**config.mk**
```make
export PLATFORM = sky130hd
export DESIGN_NAME = bcc_top
export DESIGN_NICKNAME = d
export VERILOG_FILES = /design/src/common/bcc_pkg.sv /design/src/common/bcc_ramp_if.sv /design/src/logic/bcc_ramp.sv /design/src/logic/bcc_top.sv
export SDC_FILE = /design/constraint.sdc
export NUM_CORES = 1
export LEC_CHECK = 0
export ABC_AREA = 1
export BUFFER_PORTS_ARGS = -buffer_cell sky130_fd_sc_hd__buf_4
export CAP_MARGIN = 20
export CORE_UTILIZATION = 35
export CTS_CLUSTER_SIZE = 14
export DETAILED_ROUTE_END_ITERATION = 12
export PLACE_DENSITY = 0.51
export SETUP_SLACK_MARGIN = 0.05
export SYNTH_ARGS = -nofsm -noshare
export SYNTH_HDL_FRONTEND = slang
export SYNTH_HIERARCHICAL = 1
export SYNTH_SLANG_ARGS = --single-unit
```
**constraint.sdc**
```tcl
create_clock -name sys_clk -period 3.4 [get_ports sys_clk]
set_input_delay 0.34 -clock sys_clk [delete_from_list [all_inputs] [get_ports sys_clk]]
set_output_delay 0.34 -clock sys_clk [all_outputs]
set_load 0.05 [all_outputs]
```
**src/common/bcc_pkg.sv**
```systemverilog
// shared constants and types of the brightness command block
`default_nettype none
package bcc_pkg;
    // command codes seen on the host bus
    localparam logic [7:0] CMD_WR_LUMINANCE = 8'h51;   // manual luminance write
    localparam logic [7:0] CMD_WR_CONTROL   = 8'h53;   // control byte write
    localparam logic [7:0] CMD_RD_CONTROL   = 8'h54;   // control byte readback
    localparam logic [7:0] CMD_WR_ADAPTIVE  = 8'h55;   // adaptive mode write
    localparam logic [7:0] CMD_RD_ADAPTIVE  = 8'h56;   // adaptive mode readback
    // field positions inside the control and adaptive mode bytes
    localparam int BIT_GATE      = 5;                  // brightness block enable
    localparam int BIT_DIM       = 3;                  // dimming enable
    localparam int BIT_BACKLIGHT = 2;                  // backlight enable
    localparam int MODE_MSB      = 1;                  // adaptive mode field top
    // values after reset
    localparam logic [7:0] RST_LUMINANCE = 8'h00;
    localparam logic [7:0] RST_BYTE      = 8'h00;
    localparam logic [1:0] RST_MODE      = 2'h0;
    localparam logic [7:0] LUM_MIN       = 8'h00;      // lowest brightness
    localparam logic [7:0] DUMMY_BYTE    = 8'h00;      // first read parameter
    // dimming ramp timing
    localparam int CLK_PERIOD_NS = 10;
    localparam int DIM_STEP_NS   = 100;                // time per ramp step
    localparam int DIM_STEP_CYC  = (DIM_STEP_NS + CLK_PERIOD_NS - 1) / CLK_PERIOD_NS;
    // adaptive modes
    typedef enum logic [1:0] {
        BCC_ADAPT_OFF    = 2'h0,
        BCC_ADAPT_UI     = 2'h1,
        BCC_ADAPT_STILL  = 2'h2,
        BCC_ADAPT_MOVING = 2'h3
    } bcc_adapt_t;
    // command sequencer states, one bit apart idle -> write param, two bits idle -> read param
    typedef enum logic [1:0] {
        BCC_IDLE     = 2'h0,
        BCC_WR_PARAM = 2'h1,
        BCC_RD_PARAM = 2'h3
    } bcc_state_t;
endpackage
`default_nettype wire

```
**src/common/bcc_ramp_if.sv**
```systemverilog
// carrier between the command core and the luminance ramp
`timescale 1ns/1ns
`default_nettype none
interface bcc_ramp_if;
    logic [7:0] target;    // level the ramp heads for
    logic       glide;     // 1: move one step at a time
    logic [7:0] level;     // present effective luminance
    modport core (output target, output glide, input level);
    modport ramp (input target, input glide, output level);
endinterface
`default_nettype wire

```
**src/logic/bcc_ramp.sv**
```systemverilog
// luminance ramp: steps or jumps toward the target level
`timescale 1ns/1ns
`default_nettype none
module bcc_ramp #(
    parameter int STEP_CYC = bcc_pkg::DIM_STEP_CYC
) (
    input  wire logic sys_clk,
    input  wire logic resetn,
    bcc_ramp_if.ramp  rmp
);
    logic [15:0] tick_q;   // cycles since the pacing counter last wrapped
    logic [7:0]  level_q;  // present level

    // step pacing counter
    always_ff @(posedge sys_clk) begin
        if (!resetn || tick_q >= 16'(STEP_CYC - 1)) begin
            tick_q <= 16'h0000;
        end else begin
            tick_q <= tick_q + 16'h0001;
        end
    end

    // level follows the target, one step per tick while gliding
    always_ff @(posedge sys_clk) begin
        if (!resetn) begin
            level_q <= bcc_pkg::RST_LUMINANCE;
        end else if (!rmp.glide) begin
            level_q <= rmp.target;                         // immediate change
        end else if (tick_q >= 16'(STEP_CYC - 1)) begin
            if (level_q < rmp.target) begin
                level_q <= level_q + 8'h01;
            end else if (level_q > rmp.target) begin
                level_q <= level_q - 8'h01;
            end
        end
    end

    assign rmp.level = level_q;
endmodule
`default_nettype wire

```
**src/logic/bcc_top.sv**
```systemverilog
// brightness command interpreter on the host command/parameter bus
// Contract
// - control write takes bits five, three, two
// - eight-bit luminance, 00h lowest, FFh highest
// - gate off forces effective level 00h
// - gate on uses stored luminance level
// - dimming bit on/off, manual brightness only
// - backlight bit switches backlight control
// - gate toggle with dimming ramps gradually
// - backlight off acts at once, no ramp
// - control readback: dummy, then control bits
// - mode write takes bits one to zero
// - mode off, ui, still, moving
// - mode readback: dummy, then mode bits
// - serial skips dummy, parallel needs dummy
// - commands accepted in every power state
`timescale 1ns/1ns
`default_nettype none
module bcc_top #(
    parameter int STEP_CYC = bcc_pkg::DIM_STEP_CYC
) (
    input  wire logic       sys_clk,
    input  wire logic       resetn,
    input  wire logic       cmd_data_select,
    input  wire logic       write_strobe_n,
    input  wire logic       read_strobe_n,
    input  wire logic       host_port_select,
    input  wire logic [7:0] data_in,
    output logic      [7:0] data_out,
    output logic            data_oe,
    output logic      [7:0] luminance_out,
    output logic            brightness_gate_on,
    output logic            dimming_on,
    output logic            backlight_on,
    output logic      [1:0] adaptive_mode
);
    // pin synchronisers, first stage read only by the second
    logic [7:0] din_s1_q, din_s2_q;            // data bus
    logic       dcs_s1_q, dcs_s2_q;            // command/data select
    logic       wr_s1_q,  wr_s2_q, wr_s3_q;    // write strobe, s3 for edges
    logic       rd_s1_q,  rd_s2_q, rd_s3_q;    // read strobe, s3 for edges
    logic       psel_s1_q, psel_s2_q;          // port select

    always_ff @(posedge sys_clk) begin
        if (!resetn) begin
            din_s1_q  <= 8'h00;
            din_s2_q  <= 8'h00;
            dcs_s1_q  <= 1'b0;
            dcs_s2_q  <= 1'b0;
            wr_s1_q   <= 1'b1;
            wr_s2_q   <= 1'b1;
            wr_s3_q   <= 1'b1;
            rd_s1_q   <= 1'b1;
            rd_s2_q   <= 1'b1;
            rd_s3_q   <= 1'b1;
            psel_s1_q <= 1'b0;
            psel_s2_q <= 1'b0;
        end else begin
            din_s1_q  <= data_in;
            din_s2_q  <= din_s1_q;
            dcs_s1_q  <= cmd_data_select;
            dcs_s2_q  <= dcs_s1_q;
            wr_s1_q   <= write_strobe_n;
            wr_s2_q   <= wr_s1_q;
            wr_s3_q   <= wr_s2_q;
            rd_s1_q   <= read_strobe_n;
            rd_s2_q   <= rd_s1_q;
            rd_s3_q   <= rd_s2_q;
            psel_s1_q <= host_port_select;
            psel_s2_q <= psel_s1_q;
        end
    end

    // strobe edges: bytes are taken on the rising edge
    logic wr_rise, rd_rise, rd_fall;
    assign wr_rise = wr_s2_q & ~wr_s3_q;
    assign rd_rise = rd_s2_q & ~rd_s3_q;
    assign rd_fall = ~rd_s2_q & rd_s3_q;

    // packs the control readback byte
    function automatic logic [7:0] pack_ctrl(input logic g, input logic d, input logic b);
        logic [7:0] v;
        v = 8'h00;
        v[bcc_pkg::BIT_GATE]      = g;
        v[bcc_pkg::BIT_DIM]       = d;
        v[bcc_pkg::BIT_BACKLIGHT] = b;
        return v;
    endfunction

    // state held by the block
    bcc_pkg::bcc_state_t state_q;      // sequencer state
    logic [7:0] cmd_q;                 // last command code
    logic       rd_seen_q;             // one read of this command done
    logic [7:0] lum_q;                 // stored manual luminance
    logic       gate_q, dim_q, bl_q;   // control byte fields
    logic [1:0] mode_q;                // adaptive mode field
    logic       glide_q;               // ramp in progress
    logic [7:0] dout_q;                // read data pins
    logic       doe_q;                 // read data enable

    bcc_ramp_if rif ();

    // command sequencer; no power state gates it
    always_ff @(posedge sys_clk) begin
        if (!resetn) begin
            state_q <= bcc_pkg::BCC_IDLE;
            cmd_q   <= 8'h00;
        end else if (wr_rise && !dcs_s2_q) begin
            cmd_q <= din_s2_q;
            case (din_s2_q)
                bcc_pkg::CMD_WR_LUMINANCE,
                bcc_pkg::CMD_WR_CONTROL,
                bcc_pkg::CMD_WR_ADAPTIVE: state_q <= bcc_pkg::BCC_WR_PARAM;
                bcc_pkg::CMD_RD_CONTROL,
                bcc_pkg::CMD_RD_ADAPTIVE: state_q <= bcc_pkg::BCC_RD_PARAM;
                default:                  state_q <= bcc_pkg::BCC_IDLE;
            endcase
        end else if (wr_rise && state_q == bcc_pkg::BCC_WR_PARAM) begin
            state_q <= bcc_pkg::BCC_IDLE;                             // one parameter only
        end
    end

    // read progress: counts the dummy read on the parallel port
    always_ff @(posedge sys_clk) begin
        if (!resetn || (wr_rise && !dcs_s2_q)) begin
            rd_seen_q <= 1'b0;
        end else if (rd_rise && state_q == bcc_pkg::BCC_RD_PARAM) begin
            rd_seen_q <= 1'b1;
        end
    end

    // parameter writes into the settings
    always_ff @(posedge sys_clk) begin
        if (!resetn) begin
            lum_q  <= bcc_pkg::RST_LUMINANCE;
            gate_q <= bcc_pkg::RST_BYTE[bcc_pkg::BIT_GATE];
            dim_q  <= bcc_pkg::RST_BYTE[bcc_pkg::BIT_DIM];
            bl_q   <= bcc_pkg::RST_BYTE[bcc_pkg::BIT_BACKLIGHT];
            mode_q <= bcc_pkg::RST_MODE;
        end else if (wr_rise && dcs_s2_q && state_q == bcc_pkg::BCC_WR_PARAM) begin
            case (cmd_q)
                bcc_pkg::CMD_WR_LUMINANCE: lum_q <= din_s2_q;
                bcc_pkg::CMD_WR_CONTROL: begin
                    gate_q <= din_s2_q[bcc_pkg::BIT_GATE];
                    dim_q  <= din_s2_q[bcc_pkg::BIT_DIM];
                    bl_q   <= din_s2_q[bcc_pkg::BIT_BACKLIGHT];
                end
                bcc_pkg::CMD_WR_ADAPTIVE: mode_q <= din_s2_q[bcc_pkg::MODE_MSB:0];
                default: ;
            endcase
        end
    end

    // ramp request: gate toggled with dimming on, manual mode only
    always_ff @(posedge sys_clk) begin
        if (!resetn) begin
            glide_q <= 1'b0;
        end else if (wr_rise && dcs_s2_q && state_q == bcc_pkg::BCC_WR_PARAM
                     && cmd_q == bcc_pkg::CMD_WR_CONTROL
                     && din_s2_q[bcc_pkg::BIT_GATE] != gate_q) begin
            glide_q <= din_s2_q[bcc_pkg::BIT_DIM]
                       && mode_q == bcc_pkg::BCC_ADAPT_OFF;
        end else if (rif.level == rif.target) begin
            glide_q <= 1'b0;                                          // target reached
        end
    end

    // effective target level: gate off forces the lowest value
    assign rif.target = gate_q ? lum_q : bcc_pkg::LUM_MIN;
    assign rif.glide  = glide_q;

    bcc_ramp #(.STEP_CYC(STEP_CYC)) u_ramp (
        .sys_clk (sys_clk),
        .resetn  (resetn),
        .rmp     (rif)
    );

    // read data: dummy first on parallel, payload at once on serial
    always_ff @(posedge sys_clk) begin
        if (!resetn) begin
            dout_q <= 8'h00;
            doe_q  <= 1'b0;
        end else if (rd_fall && state_q == bcc_pkg::BCC_RD_PARAM) begin
            doe_q <= 1'b1;
            if (psel_s2_q && !rd_seen_q) begin
                dout_q <= bcc_pkg::DUMMY_BYTE;
            end else if (cmd_q == bcc_pkg::CMD_RD_CONTROL) begin
                dout_q <= pack_ctrl(gate_q, dim_q, bl_q);
            end else begin
                dout_q <= {6'h00, mode_q};
            end
        end else if (rd_rise) begin
            doe_q <= 1'b0;
        end
    end

    // registered outputs
    always_ff @(posedge sys_clk) begin
        if (!resetn) begin
            brightness_gate_on <= 1'b0;
            dimming_on         <= 1'b0;
            backlight_on       <= 1'b0;
            adaptive_mode      <= bcc_pkg::RST_MODE;
        end else begin
            brightness_gate_on <= gate_q;
            dimming_on         <= dim_q;
            backlight_on       <= bl_q;
            adaptive_mode      <= mode_q;
        end
    end

    assign luminance_out = rif.level;   // flop inside the ramp
    assign data_out      = dout_q;
    assign data_oe       = doe_q;
endmodule
`default_nettype wire

```
==> results.toml <==
[floorplan]
io_pins = 36
die_w_um = 107.8
die_y_um = 107.8
placement_rows = 38
core_um2 = 10890
initial_core_util_pct = 35.98
die_area_um2 = 11620

[setup_path]
cp_common_cell = "nand2_1"
path_max_fanout = 15
cpMaxStageDelayCell = "dfxtp_1"
reg2reg_from = "gate_q"
setup.worst_path.start_class = "register"
path_cells = "nand2_1, inv_1, inv_1, ha_1, a21oi_2, nor2_2, nor2_4, nand2_4, ha_1, a21oi_1, nand2_1, nand2_1, nand3_1, inv_1, nand3_1, nand2_1, nand2_1, a21oi_1"
r2r_slack_ps = 470
r2r_end = "u_ramp/rmp.level[7]"
end_kind = "register"
crit_required_ps = 3700
reg2regPathDepth = 18
path_class = "register to register"
crit_path_max_incr_delay_ps = 670
crit_arrival_ps = 3220

[grt]
grt_max_degree = 42
grt_use_total_pct = 14.08
overflow = 0
grt_pass1_vias = 2711
antenna_found_initial = 0
grt_first_pass_wirelength_um = 12750

[layout]
area_growth_pct = 15.59
fin_nets = 592
drive_gt1_share_pct = 15.60
final_cells = 704
n_antenna_cell = 0

[logic_synthesis]
netlist.area_leader.share_pct = 43.95
synth-seq-cells = 86
synth_area_leaders = "dfxtp_1 44%, nand2_1 12%, inv_1 8.2%"
seq_area_frac_synth_pct = 43.95
synth_commonest_cells = "123 x nand2_1, 86 x dfxtp_1, 86 x inv_1"
yosysMostFrequentCell = "nand2_1"
synth_edf_count = 0
synth_area_um2 = 3918
synth_top_area_cell = "dfxtp_1"
synthCells = 516
yosysWarningCount = 6
synth_cell_types = 39
avgSynthCellArea_um2 = 7.592
async_flop_share_pct = 0
ys.flop_type = "dfxtp_1"

[sta]
rsz0062_at_grt = "no"
finalCriticalPeriod_ps = 2927
max_freq_mhz = 341.7
timing.hold.ws_ps = 165.7
hold_viol_final = 0
tightest_slew_ps = 823.5
slew_headroom_pct = 45.04
finalSetupViolations = 0
slew_viol_final = 0
setup-tns-final_ps = 0
fin_skew_ps = 17.72
post-route-period-util_pct = 86.08

[cts]
clock-sinks = 86
clk_pin_slew_ps = 100
cts_setup_buffers = 0
h-tree-depth = 3
tritoncts = "done"
root_buffer = "clkbuf_8"
postCtsHoldBufs = 0
cts_buffers = 9
clk_path_buf_depth = 2
post_cts_resized = 0
clk_latency_ps = 360

[worst_hold_path]
hp-class = "input port to register"
hold_depth = 3
hold_start = "data_in[5]"
whs_endpoint = "din_s1_q[5]"

[routing]
ant_nets = 0
wirelength_um = 7454
vias = 3065
avgViaCountPerCell = 4.354
drtIter0Drc = 124
drt-pass1-iter-count = 4
drc = 0
routedWlPerCell_um = 10.59

[place]
placed_cells = 688
dp_hpwl_um = 5442
port_buffers = 32
gp_congestion = 0.7987

[job]
max_cap_viol_count = 0

[power]
leakage_nw = 2.130
vdd_drop_max_mv = 0.2606
powerDensity_nw_per_um2 = 422.5

[status]
status = "completed"
[worst max-delay path by stage]
stage	startpoint	to
2_1_floorplan	u_ramp/rmp.level[7]	u_ramp/rmp.level[5]
3_3_place_gp	gate_q	u_ramp/rmp.level[7]
3_5_place_dp	gate_q	u_ramp/rmp.level[7]
4_1_cts	gate_q	u_ramp/rmp.level[7]
5_1_grt	gate_q	u_ramp/rmp.level[7]
6_report	gate_q	u_ramp/rmp.level[7]
[cell families after synthesis]
| kind of cell | after synthesis | synth area share (%) |
|---|---|---|
| compound gates | 61 | 8.496 |
| xor+xnor | 7 | 1.565 |
| fa+ha+maj | 19 | 6.260 |
| buf+inv | 104 | 10.80 |
| flops | 86 | 43.95 |
| other cells | 2 | 0.1917 |
| simple gates | 237 | 28.74 |
[state kept, by name, summed over array words and instances, names as in the netlist, 2 cells and up]
name / cells
u_ramp/tick_q: 16
cmd_q: 8
din_s1_q: 8
din_s2_q: 8
lum_q: 8
u_ramp/rmp.level: 8
data_out: 5
adaptive_mode: 2
mode_q: 2
state_q: 2
[final cells by class]
| type | count | area [µm²] |
|---|---|---|
| Multi-Input combinational cell | 339 | 1822 |
| Timing Repair Buffer | 32 | 240.2 |
| Fill cell | 1116 | 6360 |
| Sequential cell | 86 | 1722 |
| Clock buffer | 9 | 123.9 |
| Clock inverter | 7 | 103.9 |
| Inverter | 91 | 341.6 |
| Tap cell | 140 | 175.2 |
[where the power goes]
| group | leakage, nW | total [mW] | switching (mW) | internal [mW] |
|---|---|---|---|---|
| sequential | 0.703 | 1.04 | 0.0124 | 1.03 |
| combinational | 1.32 | 0.0595 | 0.0390 | 0.0205 |
| clock | 0.108 | 0.812 | 0.388 | 0.424 |
| total | 2.13 | 1.91 | 0.439 | 1.47 |
[stage by stage]
stage | worst slack, ps | total power [mW] | cell area [µm²] | util (%)
3_3_place_gp | 558.1 | 1.125 | 4300 | 39.50
6_report | 473.4 | 1.913 | 4528 | 41.59
4_1_cts | 492.4 | 1.949 | 4528 | 41.59
3_5_place_dp | 485.5 | 1.126 | 4300 | 39.50
2_1_floorplan | 774.4 | 1.107 | 3966 | -
5_1_grt | 153.7 | 2.005 | 4528 | 41.59
[critical path, delay by kind of cell, from the launching register on]
| kind | cells | cell delay, ps |
|---|---|---|
| AND/OR/NAND/NOR | 10 | 870 |
| adder cells (fa/ha/maj) | 2 | 690 |
| flip-flops | 1 | 670 |
| AO/OA/AOI/OAI | 3 | 430 |
| buffers and inverters | 3 | 210 |
[routing by layer]
metal / vias to the layer above / global-route usage, % / part of all wire, % / wire, µm
li1: 1671 / - / - / -
met1: 1333 / 19.42 / 51 / 3801
met2: 49 / 20.83 / 44 / 3249
met3: 12 / 3.692 / 3.6 / 267
met4: 0 / 5.382 / 1.8 / 136
met5: - / 0 / 0 / 0
[cells in the final DEF (no fill, tap or decap), types with 2 or more instances in the layout]
cell	instances
o21ai_1	3
inv_6	2
ha_1	18
buf_4	32
clkinvlp_4	2
a21oi_2	3
or2_2	4
inv_1	86
conb_1	15
o21ai_0	8
nor2_2	5
nor3_1	3
xnor2_1	2
nand2_1	123
nand2_4	2
nand3_1	37
nor2_1	32
xor2_1	5
dfxtp_1	86
nand4_1	7
nor2_4	5
nand2_2	10
nand3_2	3
clkinv_1	2
a21oi_1	42
clkbuf_8	9
bufinv_16	2
inv_2	3
Note: power is estimated with default switching activity, not from simulation.
